## src/isrc_pkg.sv

```systemverilog
// Package for the interrupt source and reset cause block.
// Assumes a single 200 MHz core clock domain and an 8-bit register port.
package isrc_pkg;
   // Register port addresses
   localparam logic [3:0] ADDR_RESET_CAUSE = 4'h0;
   localparam logic [3:0] ADDR_CTRL_MAIN = 4'h1;
   localparam logic [3:0] ADDR_CTRL_SECOND = 4'h2;
   localparam logic [3:0] ADDR_CTRL_THIRD = 4'h3;
   localparam logic [3:0] ADDR_PIN_CHANGE = 4'h4;
   localparam logic [3:0] ADDR_TIMER_LOW = 4'h5;
   localparam logic [3:0] ADDR_TIMER_HIGH = 4'h6;
   localparam logic [3:0] ADDR_TIMER_CFG = 4'h7;
   localparam logic [3:0] ADDR_SHADOW_W = 4'h8;
   localparam logic [3:0] ADDR_SHADOW_STATUS = 4'h9;
   localparam logic [3:0] ADDR_SHADOW_BANK = 4'hA;
   localparam logic [3:0] ADDR_SHADOW_PC_LO = 4'hB;
   localparam logic [3:0] ADDR_SHADOW_PC_HI = 4'hC;
   // Reset cause field positions
   localparam int RC_PRIO_EN = 7;
   localparam int RC_SBOR_EN = 6;
   localparam int RC_RESET_INSTR = 4;
   localparam int RC_WDT_TIMEOUT = 3;
   localparam int RC_POWER_DOWN = 2;
   localparam int RC_POWER_ON = 1;
   localparam int RC_BROWNOUT = 0;
   // Writable bits and power-on value of the reset cause register
   localparam logic [7:0] RC_WRITE_MASK = 8'hD3;
   localparam logic [7:0] RC_RESET_VALUE = 8'h5C;
   // Main control field positions
   localparam int CM_GLOBAL_EN = 7;
   localparam int CM_PERIPH_EN = 6;
   localparam int CM_TIMER_EN = 5;
   localparam int CM_EXT0_EN = 4;
   localparam int CM_CHANGE_EN = 3;
   localparam int CM_TIMER_FLAG = 2;
   localparam int CM_EXT0_FLAG = 1;
   localparam int CM_CHANGE_FLAG = 0;
   // Second control field positions
   localparam int C2_EDGE0 = 6;
   localparam int C2_EDGE1 = 5;
   localparam int C2_EDGE2 = 4;
   localparam int C2_TIMER_PRIO = 2;
   localparam int C2_CHANGE_PRIO = 0;
   localparam logic [7:0] C2_RESET_VALUE = 8'hF5;
   localparam logic [7:0] C2_WRITE_MASK = 8'hF5;
   // Third control field positions
   localparam int C3_EXT2_PRIO = 7;
   localparam int C3_EXT1_PRIO = 6;
   localparam int C3_EXT2_EN = 4;
   localparam int C3_EXT1_EN = 3;
   localparam int C3_EXT2_FLAG = 1;
   localparam int C3_EXT1_FLAG = 0;
   localparam logic [7:0] C3_RESET_VALUE = 8'hC0;
   localparam logic [7:0] C3_WRITE_MASK = 8'hDB;
   // Timer configuration: bit 0 selects 16-bit mode, bit 1 runs the timer
   localparam int TC_WIDE = 0;
   localparam int TC_RUN = 1;
   localparam logic [7:0] TC_WRITE_MASK = 8'h03;
   localparam logic [7:0] BYTE_ZERO = 8'h00;
   localparam logic [7:0] BYTE_ALL = 8'hFF;
   localparam logic [3:0] NIB_ZERO = 4'h0;
   // Shadow store slots
   localparam logic [2:0] SH_W = 3'h0;
   localparam logic [2:0] SH_STATUS = 3'h1;
   localparam logic [2:0] SH_BANK = 3'h2;
   localparam logic [2:0] SH_PC_LO = 3'h3;
   localparam logic [2:0] SH_PC_HI = 3'h4;
   localparam int SH_DEPTH = 5;
endpackage

```

## src/isrc_top.sv

```systemverilog
// The register addresses and the address-and-strobe port were decided locally.
`timescale 1ns/1ps
// Interrupt sources, reset cause register and context capture.
// Assumes pins are asynchronous; the core drives entry and context values.
// Summary of operation
// - Priority enable bit selects two-level mode
// - Reset cause holds brown-out enable and flags
// - Bit five always reads zero
// - Timeout, power-down read-only; printed reset values
// - Edge select picks rising or falling edge
// - Selected edge sets flag; enable gates request
// - Enabled pin edge wakes from idle or sleep
// - Wake with global enable branches to vector
// - Pins one and two use own priority
// - Pin zero is always high priority
// - Eight-bit rollover sets timer flag
// - Sixteen-bit rollover sets timer flag
// - Timer enable gates; priority from second register
// - Upper port pin change sets change flag
// - Per-pin change enable, own enable, priority
// - Entry saves return address and working context
// - Priority bit one means high
module isrc_top (
   input wire logic mclk,
   input wire logic rst_n,
   input wire logic [3:0] reg_addr,
   input wire logic [7:0] reg_wdata,
   input wire logic reg_wr,
   input wire logic reg_rd,
   output logic [7:0] reg_rdata,
   input wire logic [2:0] ext_irq_pin,
   input wire logic [3:0] port_change_pin,
   input wire logic low_power_mode,
   input wire logic irq_entry,
   input wire logic [15:0] return_pc,
   input wire logic [7:0] working_register,
   input wire logic [7:0] status_register,
   input wire logic [7:0] bank_select_register,
   input wire logic cause_reset_instr,
   input wire logic cause_watchdog,
   input wire logic cause_sleep,
   output logic irq_high,
   output logic irq_low,
   output logic wake_up,
   output logic branch_vector,
   output logic priority_levels_enable
);
   typedef struct packed {
      logic [7:0] reset_cause_control;
      logic [7:0] irq_control_main;
      logic [7:0] irq_control_second;
      logic [7:0] irq_control_third;
      logic [3:0] pin_change_enable_mask;
      logic [7:0] timer_count_low;
      logic [7:0] timer_count_high;
      logic [7:0] timer_cfg;
      logic [2:0] ext_meta;
      logic [2:0] ext_sync;
      logic [2:0] ext_prev;
      logic [3:0] chg_meta;
      logic [3:0] chg_sync;
      logic [3:0] chg_prev;
      logic [2:0] wake_armed;
      logic rd_shadow;
      logic [7:0] rd_data;
      logic irq_high;
      logic irq_low;
      logic wake_up;
      logic branch_vector;
   } isrc_state_t;

   isrc_state_t st_reg;
   isrc_state_t st_next;
   logic [7:0] shadow_rdata;
   logic [2:0] shadow_addr;
   logic [2:0] ext_flag;
   logic [2:0] ext_en;
   logic [2:0] ext_prio;
   logic [2:0] ext_edge;
   logic [2:0] ext_event;
   logic [3:0] chg_event;
   logic timer_wrap;
   logic [8:0] low_sum;
   logic [8:0] high_sum;
   logic high_pending;
   logic low_pending;
   logic any_pending;

   // Return address and working context go to the fast return store
   isrc_shadow_mem #(
      .DEPTH(isrc_pkg::SH_DEPTH),
      .WIDTH(8)
   ) u_shadow (
      .mclk(mclk),
      .rst_n(rst_n),
      .store(irq_entry),
      .store_data({return_pc[15:8], return_pc[7:0], bank_select_register,
                   status_register, working_register}),
      .rd_addr(shadow_addr),
      .rd_data(shadow_rdata)
   );

   // Map address to shadow slot
   always_comb
   begin
      if (reg_addr == isrc_pkg::ADDR_SHADOW_STATUS)
      begin
         shadow_addr = isrc_pkg::SH_STATUS;
      end
      else if (reg_addr == isrc_pkg::ADDR_SHADOW_BANK)
      begin
         shadow_addr = isrc_pkg::SH_BANK;
      end
      else if (reg_addr == isrc_pkg::ADDR_SHADOW_PC_LO)
      begin
         shadow_addr = isrc_pkg::SH_PC_LO;
      end
      else if (reg_addr == isrc_pkg::ADDR_SHADOW_PC_HI)
      begin
         shadow_addr = isrc_pkg::SH_PC_HI;
      end
      else
      begin
         shadow_addr = isrc_pkg::SH_W;
      end
   end

   // Per-pin fields gathered from the control registers
   assign ext_flag = {st_reg.irq_control_third[isrc_pkg::C3_EXT2_FLAG],
                      st_reg.irq_control_third[isrc_pkg::C3_EXT1_FLAG],
                      st_reg.irq_control_main[isrc_pkg::CM_EXT0_FLAG]};
   assign ext_en = {st_reg.irq_control_third[isrc_pkg::C3_EXT2_EN],
                    st_reg.irq_control_third[isrc_pkg::C3_EXT1_EN],
                    st_reg.irq_control_main[isrc_pkg::CM_EXT0_EN]};
   assign ext_edge = {st_reg.irq_control_second[isrc_pkg::C2_EDGE2],
                      st_reg.irq_control_second[isrc_pkg::C2_EDGE1],
                      st_reg.irq_control_second[isrc_pkg::C2_EDGE0]};
   // Pin zero has no priority bit and is always high
   assign ext_prio = {st_reg.irq_control_third[isrc_pkg::C3_EXT2_PRIO],
                      st_reg.irq_control_third[isrc_pkg::C3_EXT1_PRIO],
                      1'b1};

   // Edge detection on synchronised pins, direction per select bit
   genvar gi;
   generate
      for (gi = 0; gi < 3; gi++)
      begin : g_ext
         assign ext_event[gi] = ext_edge[gi] ?
            (st_reg.ext_sync[gi] & ~st_reg.ext_prev[gi]) :
            (~st_reg.ext_sync[gi] & st_reg.ext_prev[gi]);
      end
      for (gi = 0; gi < 4; gi++)
      begin : g_chg
         assign chg_event[gi] = st_reg.pin_change_enable_mask[gi] &
            (st_reg.chg_sync[gi] ^ st_reg.chg_prev[gi]);
      end
   endgenerate

   // Timer increments; carry marks the rollover for the active mode
   assign low_sum = {1'b0, st_reg.timer_count_low} + 9'h001;
   assign high_sum = {1'b0, st_reg.timer_count_high} + 9'h001;
   assign timer_wrap = st_reg.timer_cfg[isrc_pkg::TC_RUN] & low_sum[8] &
      (~st_reg.timer_cfg[isrc_pkg::TC_WIDE] | high_sum[8]);

   // Request levels; single-level mode routes all to the high line
   always_comb
   begin
      logic [2:0] ext_req;
      logic tmr_req;
      logic chg_req;
      ext_req = ext_flag & ext_en;
      tmr_req = st_reg.irq_control_main[isrc_pkg::CM_TIMER_FLAG] &
                st_reg.irq_control_main[isrc_pkg::CM_TIMER_EN];
      chg_req = st_reg.irq_control_main[isrc_pkg::CM_CHANGE_FLAG] &
                st_reg.irq_control_main[isrc_pkg::CM_CHANGE_EN];
      any_pending = |ext_req | tmr_req | chg_req;
      if (st_reg.reset_cause_control[isrc_pkg::RC_PRIO_EN])
      begin
         // A priority bit of one means high, zero means low
         high_pending = |(ext_req & ext_prio) |
            (tmr_req & st_reg.irq_control_second[isrc_pkg::C2_TIMER_PRIO]) |
            (chg_req & st_reg.irq_control_second[isrc_pkg::C2_CHANGE_PRIO]);
         low_pending = |(ext_req & ~ext_prio) |
            (tmr_req & ~st_reg.irq_control_second[isrc_pkg::C2_TIMER_PRIO]) |
            (chg_req & ~st_reg.irq_control_second[isrc_pkg::C2_CHANGE_PRIO]);
      end
      else
      begin
         high_pending = any_pending;
         low_pending = 1'b0;
      end
   end

   // Next state: register writes, then hardware sets which win over clears
   always_comb
   begin
      logic [7:0] rc;
      rc = st_reg.reset_cause_control;
      st_next = st_reg;
      st_next.ext_meta = ext_irq_pin;
      st_next.ext_sync = st_reg.ext_meta;
      st_next.ext_prev = st_reg.ext_sync;
      st_next.chg_meta = port_change_pin;
      st_next.chg_sync = st_reg.chg_meta;
      st_next.chg_prev = st_reg.chg_sync;
      // Software writes
      if (reg_wr)
      begin
         if (reg_addr == isrc_pkg::ADDR_RESET_CAUSE)
         begin
            st_next.reset_cause_control = (rc & ~isrc_pkg::RC_WRITE_MASK) |
               (reg_wdata & isrc_pkg::RC_WRITE_MASK);
         end
         else if (reg_addr == isrc_pkg::ADDR_CTRL_MAIN)
         begin
            st_next.irq_control_main = reg_wdata;
         end
         else if (reg_addr == isrc_pkg::ADDR_CTRL_SECOND)
         begin
            st_next.irq_control_second = reg_wdata & isrc_pkg::C2_WRITE_MASK;
         end
         else if (reg_addr == isrc_pkg::ADDR_CTRL_THIRD)
         begin
            st_next.irq_control_third = reg_wdata & isrc_pkg::C3_WRITE_MASK;
         end
         else if (reg_addr == isrc_pkg::ADDR_PIN_CHANGE)
         begin
            st_next.pin_change_enable_mask = reg_wdata[3:0];
         end
         else if (reg_addr == isrc_pkg::ADDR_TIMER_LOW)
         begin
            st_next.timer_count_low = reg_wdata;
         end
         else if (reg_addr == isrc_pkg::ADDR_TIMER_HIGH)
         begin
            st_next.timer_count_high = reg_wdata;
         end
         else if (reg_addr == isrc_pkg::ADDR_TIMER_CFG)
         begin
            st_next.timer_cfg = reg_wdata & isrc_pkg::TC_WRITE_MASK;
         end
      end
      // Timer counting, suspended by a write to a count byte
      if (st_reg.timer_cfg[isrc_pkg::TC_RUN] && !(reg_wr &&
          (reg_addr == isrc_pkg::ADDR_TIMER_LOW || reg_addr == isrc_pkg::ADDR_TIMER_HIGH)))
      begin
         st_next.timer_count_low = low_sum[7:0];
         if (st_reg.timer_cfg[isrc_pkg::TC_WIDE] && low_sum[8])
            st_next.timer_count_high = high_sum[7:0];
      end
      // Hardware flag sets, latched regardless of interrupt enable; change flag needs its pin mask bit
      if (ext_event[0])
         st_next.irq_control_main[isrc_pkg::CM_EXT0_FLAG] = 1'b1;
      if (ext_event[1])
         st_next.irq_control_third[isrc_pkg::C3_EXT1_FLAG] = 1'b1;
      if (ext_event[2])
         st_next.irq_control_third[isrc_pkg::C3_EXT2_FLAG] = 1'b1;
      if (timer_wrap)
         st_next.irq_control_main[isrc_pkg::CM_TIMER_FLAG] = 1'b1;
      if (|chg_event)
         st_next.irq_control_main[isrc_pkg::CM_CHANGE_FLAG] = 1'b1;
      // Reset cause status cleared by core events
      if (cause_reset_instr)
         st_next.reset_cause_control[isrc_pkg::RC_RESET_INSTR] = 1'b0;
      if (cause_watchdog)
         st_next.reset_cause_control[isrc_pkg::RC_WDT_TIMEOUT] = 1'b0;
      if (cause_sleep)
         st_next.reset_cause_control[isrc_pkg::RC_POWER_DOWN] = 1'b0;
      // Wake arming: enables captured while running
      if (!low_power_mode)
         st_next.wake_armed = ext_en;
      st_next.wake_up = low_power_mode & |(st_reg.wake_armed & ext_flag);
      st_next.branch_vector = st_next.wake_up &
         st_reg.irq_control_main[isrc_pkg::CM_GLOBAL_EN];
      st_next.irq_high = high_pending;
      st_next.irq_low = low_pending;
      // Read path: data valid the cycle after the strobe
      st_next.rd_shadow = 1'b0;
      st_next.rd_data = isrc_pkg::BYTE_ZERO;
      if (reg_rd)
      begin
         if (reg_addr == isrc_pkg::ADDR_RESET_CAUSE)
         begin
            st_next.rd_data = st_reg.reset_cause_control &
               ~(8'h01 << isrc_pkg::RC_SBOR_EN - 1);
         end
         else if (reg_addr == isrc_pkg::ADDR_CTRL_MAIN)
         begin
            st_next.rd_data = st_reg.irq_control_main;
         end
         else if (reg_addr == isrc_pkg::ADDR_CTRL_SECOND)
         begin
            st_next.rd_data = st_reg.irq_control_second;
         end
         else if (reg_addr == isrc_pkg::ADDR_CTRL_THIRD)
         begin
            st_next.rd_data = st_reg.irq_control_third;
         end
         else if (reg_addr == isrc_pkg::ADDR_PIN_CHANGE)
         begin
            st_next.rd_data = {isrc_pkg::NIB_ZERO, st_reg.pin_change_enable_mask};
         end
         else if (reg_addr == isrc_pkg::ADDR_TIMER_LOW)
         begin
            st_next.rd_data = st_reg.timer_count_low;
         end
         else if (reg_addr == isrc_pkg::ADDR_TIMER_HIGH)
         begin
            st_next.rd_data = st_reg.timer_count_high;
         end
         else if (reg_addr == isrc_pkg::ADDR_TIMER_CFG)
         begin
            st_next.rd_data = st_reg.timer_cfg;
         end
         else if (reg_addr >= isrc_pkg::ADDR_SHADOW_W &&
                  reg_addr <= isrc_pkg::ADDR_SHADOW_PC_HI)
         begin
            st_next.rd_shadow = 1'b1;
         end
      end
   end

   // State register
   always_ff @(posedge mclk or negedge rst_n)
   begin
      if (!rst_n)
      begin
         st_reg <= '0;
         st_reg.reset_cause_control <= isrc_pkg::RC_RESET_VALUE;
         st_reg.irq_control_second <= isrc_pkg::C2_RESET_VALUE;
         st_reg.irq_control_third <= isrc_pkg::C3_RESET_VALUE;
      end
      else
      begin
         st_reg <= st_next;
      end
   end

   // Read data: shadow slots come from the store's own output register
   assign reg_rdata = st_reg.rd_shadow ? shadow_rdata : st_reg.rd_data;

   assign irq_high = st_reg.irq_high;
   assign irq_low = st_reg.irq_low;
   assign wake_up = st_reg.wake_up;
   assign branch_vector = st_reg.branch_vector;
   assign priority_levels_enable = st_reg.reset_cause_control[isrc_pkg::RC_PRIO_EN];
endmodule // isrc_top

```

## src/isrc_shadow_mem.sv

```systemverilog
`timescale 1ns/1ps
// Small register file holding the context saved at interrupt entry.
// Assumes one writer that stores all slots in one cycle; registered read.
module isrc_shadow_mem #(
   parameter int DEPTH = 5,
   parameter int WIDTH = 8
) (
   input wire logic mclk,
   input wire logic rst_n,
   input wire logic store,
   input wire logic [DEPTH*WIDTH-1:0] store_data,
   input wire logic [2:0] rd_addr,
   output logic [WIDTH-1:0] rd_data
);
   logic [DEPTH-1:0][WIDTH-1:0] mem_reg;

   // All slots capture together at entry
   always_ff @(posedge mclk or negedge rst_n)
   begin
      if (!rst_n)
      begin
         mem_reg <= '0;
         rd_data <= '0;
      end
      else
      begin
         if (store)
         begin
            mem_reg <= store_data;
         end
         if (32'(rd_addr) < DEPTH)
         begin
            rd_data <= mem_reg[rd_addr];
         end
         else
         begin
            rd_data <= '0;
         end
      end
   end
endmodule // isrc_shadow_mem

```

## config.mk

```make
export PLATFORM = sky130hd
export DESIGN_NAME = isrc_top
export DESIGN_NICKNAME = d
export VERILOG_FILES = /design/src/isrc_pkg.sv /design/src/isrc_top.sv /design/src/isrc_shadow_mem.sv
export SDC_FILE = /design/constraint.sdc
export NUM_CORES = 1
export LEC_CHECK = 0
export ABC_AREA = 1
export BUFFER_PORTS_ARGS = -buffer_cell sky130_fd_sc_hd__buf_4
export CAP_MARGIN = 0
export CORE_AREA = 4 4 109 111
export CTS_BUF_LIST = sky130_fd_sc_hd__clkbuf_16
export CTS_CLUSTER_SIZE = 30
export DETAILED_ROUTE_END_ITERATION = 10
export DIE_AREA = 0 0 113 115
export GPL_TIMING_DRIVEN = 0
export PLACE_DENSITY_LB_ADDON = 0.25
export SYNTH_ARGS = -nofsm -noshare
export SYNTH_HDL_FRONTEND = slang
export SYNTH_SLANG_ARGS = --single-unit
```

## constraint.sdc

```tcl
create_clock -name mclk -period 2.2 [get_ports mclk]
set_input_delay 0.33 -clock mclk [delete_from_list [all_inputs] [get_ports mclk]]
set_output_delay 0.33 -clock mclk [all_outputs]
set_load 0.02 [all_outputs]
```

* Word-level counts from Yosys, hierarchy flattened
Cells that the tools add are included.
Word-level totals: bits in registers 135, bits of input ports 68, output and inout port bits 13, word-level logic and storage cells 221
Cells by class: add/subtract/negate cells 2, $lt $le $gt $ge 4, equality and inequality tests 25, muxes and demuxes 57, bitwise gates (word level) 53, reductions and logical operators 45
Operators by type and width (number):
- $mux W8 | 16
- $mux W57 | 1
- $mux W52 | 1
- $mux W44 | 1
- $mux W36 | 1
- $reduce_bool A2 Y1 | 18
- $mux W16 | 2
- $mux W28 | 1
- $ne A2 B2 Y1 const B | 14
- $bmux W8 S3 | 1
- $mux W24 | 1
- $mux W1 | 22
- $and A1 B1 Y1 | 20
- $add A8 B1 Y9 const B | 2
- $eq A4 B3 Y1 const B | 4
- $eq A4 B4 Y1 const B | 4
- $not A1 Y1 | 16
- $reduce_and A5 Y1 | 3
- $and A3 B3 Y3 | 4
- $mux W3 | 4
- $reduce_and A3 Y1 | 4
- $reduce_or A3 Y1 | 4
- $mux W9 | 1
- $reduce_and A9 Y1 | 1
- 22 further kinds | 40

* Logic depth before layout (Yosys ltp)
Gate-level depths: netlist of run 1.
depth in word-level cells 12, gate-level depth with buffers 11, gate-level depth less buffers 11

* By module
Synthesis of run 1 repeated with hierarchy kept, for this count alone.
Second synthesis, totals: cell total of the unflattened synthesis 724, area total of the unflattened synthesis 6378.6 µm²
Modules (own cells, without submodules):
- isrc_top | times used 1, cells an instance 476, area an instance 4199.0 µm²
- isrc_shadow_mem | times used 1, cells an instance 248, area an instance 2179.6 µm²

* Least setup slack after synthesis of run 1
Ideal clock, no wire load.
path kind register to register, start reg st_reg[53] (netlist name), end reg st_reg[51] (netlist name), library setup time 0.117 ns, arrival time 1.460 ns, slack 0.623 ns, cell stages (with the launch flop) 10, path buffers 1, clock period less this slack 1.577 ns, path through dfrtp_1 ha_1 nand2_1 nor3_1 nand2_1 nor2_1 nand3_2 buf_6 a21oi_2 nor2_1
RTL lines:
- from (decl) | line isrc_top.sv:72 | isrc_state_t st_reg;
- from (signal assigned) | line isrc_top.sv:335 | st_reg <= st_next;

* Worst setup path after layout of run 1
start reg st_reg[12] (netlist name), end out reg_rdata[7]
Between the ends: longest elaborated chain between the ends 1
RTL lines:
- $mux W8 | line isrc_top.sv:340 | assign reg_rdata = st_reg.rd_shadow ? shadow_rdata : st_reg.rd_data;
- to (decl) | line isrc_top.sv:30 | output logic [7:0] reg_rdata,
Every way passes these cells.

==> impl_metrics.json, run 1 <==
{
  "netlist_instances": 701,
  "antenna_found_initial": 0,
  "htree_num_levels": 4,
  "synth-compound-area-share_pct": 14.6,
  "yosys.area_share.simple_pct": 18.7,
  "relSlewSlack_pct": 57.6,
  "fp.dieW_um": 113,
  "routed_via_density": 5.61,
  "drt_iter0_drc": 446,
  "hold_end": "st_next[23]",
  "path_cells": "clkbuf_1 > mux2_2 > buf_4",
  "fp.dieH_um": 115,
  "insertedDiodeCount": 0,
  "antenna_left": 0,
  "synth.mux.area_fraction_pct": 4.52,
  "grt_pass1_vias": 5512,
  "slowest_stage": "mux2_2",
  "fillCellCount": 797,
  "synth_top_family_by_area": "simple AND/OR/NAND/NOR gates",
  "ios": 81,
  "ir_drop_v": 0.000821,
  "fin_skew_ns": 0.00677,
  "synth_seq_cells": 134,
  "hold_depth": 1,
  "synth_area_um2": 6230,
  "cts_buffers": 17,
  "dieArea_um2": 13000,
  "startpoint_type": "flip-flop",
  "drc": 0,
  "synth_top_area_share_pct": 49.0,
  "finalPower_mw": 7.48,
  "design.core.area_um2": 10800,
  "io_buffer_count": 78,
  "final_common_cell": "nand2_1",
  "drive_above_1_share_pct": 23.6,
  "slowest_delay_ns": 0.41,
  "vias": 5339,
  "clk_pin_slew_worst_paths_ns": 0.06,
  "reg2reg_from": "st_reg[53]",
  "clock-sinks": 134,
  "yosysSeqAreaShare_pct": 54.1,
  "largest_register_ff_count": 56,
  "avgSynthCellArea_um2": 8.89,
  "worstHoldStart": "port_change_pin[3]",
  "p_leak_nw": 3.75,
  "fin_cells": 952,
  "slew_viol_final": 0,
  "grt-ovfl-total": 0,
  "fin_nets": 870,
  "tightest_slew_ns": 0.637,
  "clkLatencyLatePin_ns": 0.42,
  "hold_class": "input port to flip-flop",
  "hold_viol": 0,
  "tritoncts": "yes",
  "synth_top_area_cell": "dfrtp_1",
  "final_cell_mix": "173 x nand2_1, 122 x dfrtp_1, 82 x o21ai_0",
  "initial_core_util_pct": 57.7,
  "synth_xor_area_share_pct": 1.12,
  "rsz0062_at_grt": "false",
  "fin_util_pct": 71.2,
  "rrSetupSlack_ns": 0.38,
  "p_per_area_nw_per_um2": 973,
  "finalSetupTns_ns": 0,
  "setup_viol": 0,
  "clock.fmax_mhz": 499,
  "crit_path_end_kind": "primary output",
  "grt_max_degree": 75,
  "drtPass1Iterations": 8,
  "crit_path_start": "st_reg[12]",
  "synth_cell_type_count": 38,
  "area_growth_pct": 23.4,
  "dp_cells": 920,
  "cts_root_buffer": "clkbuf_16",
  "cp_max_fo": 8,
  "synth_fp_nets": 771,
  "status": "complete, no violations",
  "synth_edf_count": 0,
  "detail_route.wl_per_cell_um": 17.3,
  "hpwl_um": 11900,
  "placementRows": 38,
  "postCtsSetupRepairBufs": 0,
  "min_period_ns": 2.01,
  "grt_first_pass_wirelength_um": 27500,
  "clk_path_buf_depth": 2,
  "groute.usage.overall_pct": 27.0,
  "ys_warn_count": 0,
  "async_flop_share_pct": 100,
  "final_area_um2": 7690,
  "wirelength_um": 16400,
  "postPlaceCellArea_um2": 7020,
  "place.gp.congestion": 0.876,
  "ys.flop_type": "dfrtp_1",
  "rr_endpoint": "st_reg[50]",
  "maxCapViolCount": 0,
  "fin_crit_sh_pct": 91.2,
  "ff2ff_path_depth": 9,
  "cp.arrival_ns": 1.68,
  "crit_type": "flip-flop to primary output",
  "synthTopCellsByArea": "dfrtp_1 49%, nand2_1 10%, o21ai_0 6.6%",
  "cp.required_ns": 1.87,
  "synth_fa_ha_area_share_pct": 0.402
}
power by group:
group,internal [mW],switching (mW),total [mW]
logic,0.486,0.707,1.19
registers,2.84,0.289,3.13
clock network,2.11,1.05,3.16
total,5.44,2.04,7.48
cell usage after synthesis, drive strengths merged (3+ instances only):
master / n
nor3: 3
clkbuf: 11
a21oi: 36
nand3: 25
mux2: 25
o21ai: 97
dfrtp: 122
nor2: 51
inv: 82
nand2: 184
buf: 9
a211oi: 4
xor2: 6
o22ai: 14
dfstp: 12
o211ai: 3
what timing repair did:
item / in CTS / in global routing
endpoints found under the hold margin: 60 / 0
hold buffers: 1 / 0
gates resized for setup: 0 / 0
layer usage:
metal  GRT usage [%]  vias to the layer above  wire [µm]
met5               0                        -          0
met4            9.94                        0        329
met3            6.58                       31       1090
met2            43.9                      210       8120
met1            35.5                     2617       6900
li1                -                     2481          -
cell families after synthesis:
group	count (synthesis)
AOI/OAI and AO/OA	163
xor gates and xnor gates	8
adders and majority gates	2
buffers and inverters	102
DFF	134
muxes	25
and+or+nand+nor	267
worst max-delay path, delay by kind of cell, from the launching register on:
kind,cells,cell delay (ns)
mux,1,0.41
buf+inv,2,0.53
flops,1,0.32
area by class of cell:
cell class / instances / area, µm² / area share [%]
Clock buffer: 17 / 425 / 5.53
Timing Repair Buffer: 80 / 627 / 8.15
Inverter: 82 / 308 / 4.00
Multi-Input combinational cell: 465 / 2450 / 31.9
Clock inverter: 14 / 231 / 3.01
Sequential cell: 134 / 3370 / 43.8
Buffer: 20 / 103 / 1.33
Tap cell: 140 / 175 / 2.28
metrics by stage:
step                      worst slack [ns]  hold WS (ns)
final                                0.194        0.0189
after global routing                 0.120       0.00367
after CTS                            0.178       0.00982
after detailed placement             0.323         0.333
after global placement               0.366         0.334
after floorplan                      0.623        0.0344
worst max path at each step:
stage | cells after the start | slack, ns | endpoint
after floorplan | 9 | 0.62 | st_reg[51]
after global placement | 1 | 0.37 | st_reg[50]
after detailed placement | 7 | 0.32 | ext_flag[0]
after CTS | 3 | 0.18 | reg_rdata[7]
after global routing | 3 | 0.12 | reg_rdata[7]
final | 3 | 0.19 | reg_rdata[7]
Note: power is estimated with default switching activity, not from simulation.
==> inputs of run 2 (changes only) <==
Settings changed: CELL_PAD_IN_SITES_DETAIL_PLACEMENT from default to 0, CELL_PAD_IN_SITES_GLOBAL_PLACEMENT from default to 2, CORE_AREA 4 4 109 111 to 4 4 139 141, DIE_AREA 0 0 113 115 to 0 0 143 145.
==> run 2 against run 1 <==
Core utilization decreased by 28 points. Via count decreased by 3.1%. Cell count increased by 10%. Sequential cell count unchanged. Largest cell class unchanged.
==> impl_metrics.json, run 2 (synthesis results as in run 1) <==
{
  "status": "complete, no violations",
  "min_period_ns": 2.05,
  "drt_iter0_drc": 313,
  "placementRows": 49,
  "cts_resized": 0,
  "fin_cells": 1048,
  "drtPass1Iterations": 5,
  "slowest_delay_ns": 0.42,
  "clock-sinks": 134,
  "reg2reg_from": "st_reg[53]",
  "cp_max_fo": 8,
  "initial_core_util_pct": 34.7,
  "fin_nets": 876,
  "hpwl_um": 13100,
  "setup_viol": 0,
  "postCtsSetupRepairBufs": 0,
  "routed_via_density": 4.93,
  "place.gp.congestion": 0.834,
  "crit_type": "flip-flop to primary output",
  "relSlewSlack_pct": 54.1,
  "largest_register_ff_count": 56,
  "p_per_area_nw_per_um2": 931,
  "ir_drop_v": 0.000536,
  "tritoncts": "yes",
  "fp.dieH_um": 145,
  "design.core.area_um2": 18000,
  "finalSetupTns_ns": 0,
  "rsz0062_at_grt": "false",
  "clock.fmax_mhz": 489,
  "antenna_found_initial": 0,
  "vias": 5171,
  "ff2ff_path_depth": 9,
  "clkLatencyLatePin_ns": 0.42,
  "area_growth_pct": 25.4,
  "seq_area_um2": 3370,
  "grt_first_pass_wirelength_um": 28100,
  "multi_input_area_um2": 2450,
  "insertedDiodeCount": 0,
  "startpoint_type": "flip-flop",
  "wl_met1_um": 8220,
  "fp.dieW_um": 143,
  "dr_wl_met3_um": 964,
  "drive_above_1_share_pct": 23.3,
  "clk_path_buf_depth": 2,
  "maxCapViolCount": 0,
  "fin_crit_sh_pct": 93.0,
  "cp.required_ns": 1.87,
  "clk_pin_slew_worst_paths_ns": 0.06,
  "fin_skew_ns": 0.00971,
  "cts_buffers": 17,
  "final_common_cell": "nand2_1",
  "routed.top_layer": "met4",
  "crit_path_end_kind": "primary output",
  "cp.arrival_ns": 1.72,
  "grt_max_degree": 69,
  "crit_path_end": "reg_rdata[7]",
  "dieArea_um2": 20700,
  "fillCellCount": 1757,
  "path_cells": "clkbuf_1 > mux2_2 > buf_4",
  "htree_num_levels": 4,
  "worstHoldStart": "cause_watchdog",
  "hold_class": "input port to flip-flop",
  "tightest_slew_ns": 0.688,
  "final_cell_mix": "173 x nand2_1, 122 x dfrtp_1, 82 x o21ai_0",
  "wl_met2_um": 8260,
  "io_buffer_count": 78,
  "ios": 81,
  "hold_viol": 0,
  "grt_pass1_vias": 5091,
  "rrSetupSlack_ns": 0.35,
  "wirelength_um": 17600,
  "detail_route.wl_per_cell_um": 16.8,
  "groute.usage.overall_pct": 17.7,
  "drc": 0,
  "antenna_left": 0,
  "dp_cells": 1009,
  "slew_viol_final": 0,
  "cts_root_buffer": "clkbuf_16",
  "rr_endpoint": "st_reg[45]",
  "p_leak_nw": 3.76,
  "slowest_stage": "mux2_2",
  "grt-ovfl-total": 0,
  "crit_path_start": "st_reg[12]"
}
## run 2: cell count changes in the layout (fill, tap and decap cells not counted), sizes merged
cell         previous run  this run
inv                    83        85
clkinvlp                2         3
bufinv                  6         4
dlygate4sd3             1         7
## run 2: per-layer routing
metal / track usage, % / vias to the layer above
li1: - / 2493
met1: 25.1 / 2530
met2: 26.9 / 130
met3: 4.67 / 18
met4: 4.85 / 0
met5: 0 / -
## run 2: critical path: cells and delay by family, from the launching register on
| kind | cells | cell delay (ns) |
|---|---|---|
| multiplexers | 1 | 0.42 |
| flip-flops | 1 | 0.32 |
| buffers and inverters | 2 | 0.55 |
## run 2: how the worst min path moves through the flow
stage                          to  slack (ns)  cells past startpoint
floorplan           branch_vector        0.03                      0
global placement      st_next[16]        0.33                      0
detailed placement    st_next[16]        0.33                      0
CTS                   st_next[33]      0.0005                      1
global route           st_reg[91]       0.004                      2
finish                 st_reg[92]        0.02                      2
## run 2: layout make-up
class                           instances  area share, %
Inverter                               82           3.94
Clock inverter                         15           2.39
Buffer                                 20           1.31
Multi-Input combinational cell        465           31.4
Tap cell                              229           3.67
Sequential cell                       134           43.1
Clock buffer                           17           5.44
Timing Repair Buffer                   86           8.79
## run 2: what timing repair did
action / CTS / global route
hold buffers: 5 / 2
endpoints found under the setup margin: 0 / 0
endpoints found under the hold margin: 59 / 2
## run 2: metrics by stage
step	total power [mW]	hold slack, ns	setup slack (ns)	cell area (µm²)	utilization (%)
after floorplan	3.84	0.0344	0.623	6230	-
after global placement	4.32	0.334	0.241	7100	39.5
after detailed placement	4.35	0.335	0.250	7130	39.7
after CTS	7.36	0.000462	0.119	7790	43.4
after global routing	7.68	0.00357	0.0656	7820	43.5
final	7.27	0.0223	0.154	7820	43.5
## run 2: where the power goes
group	internal (mW)	switching, mW
sequential	2.84	0.288
combinational	0.492	0.694
clock	1.88	1.08
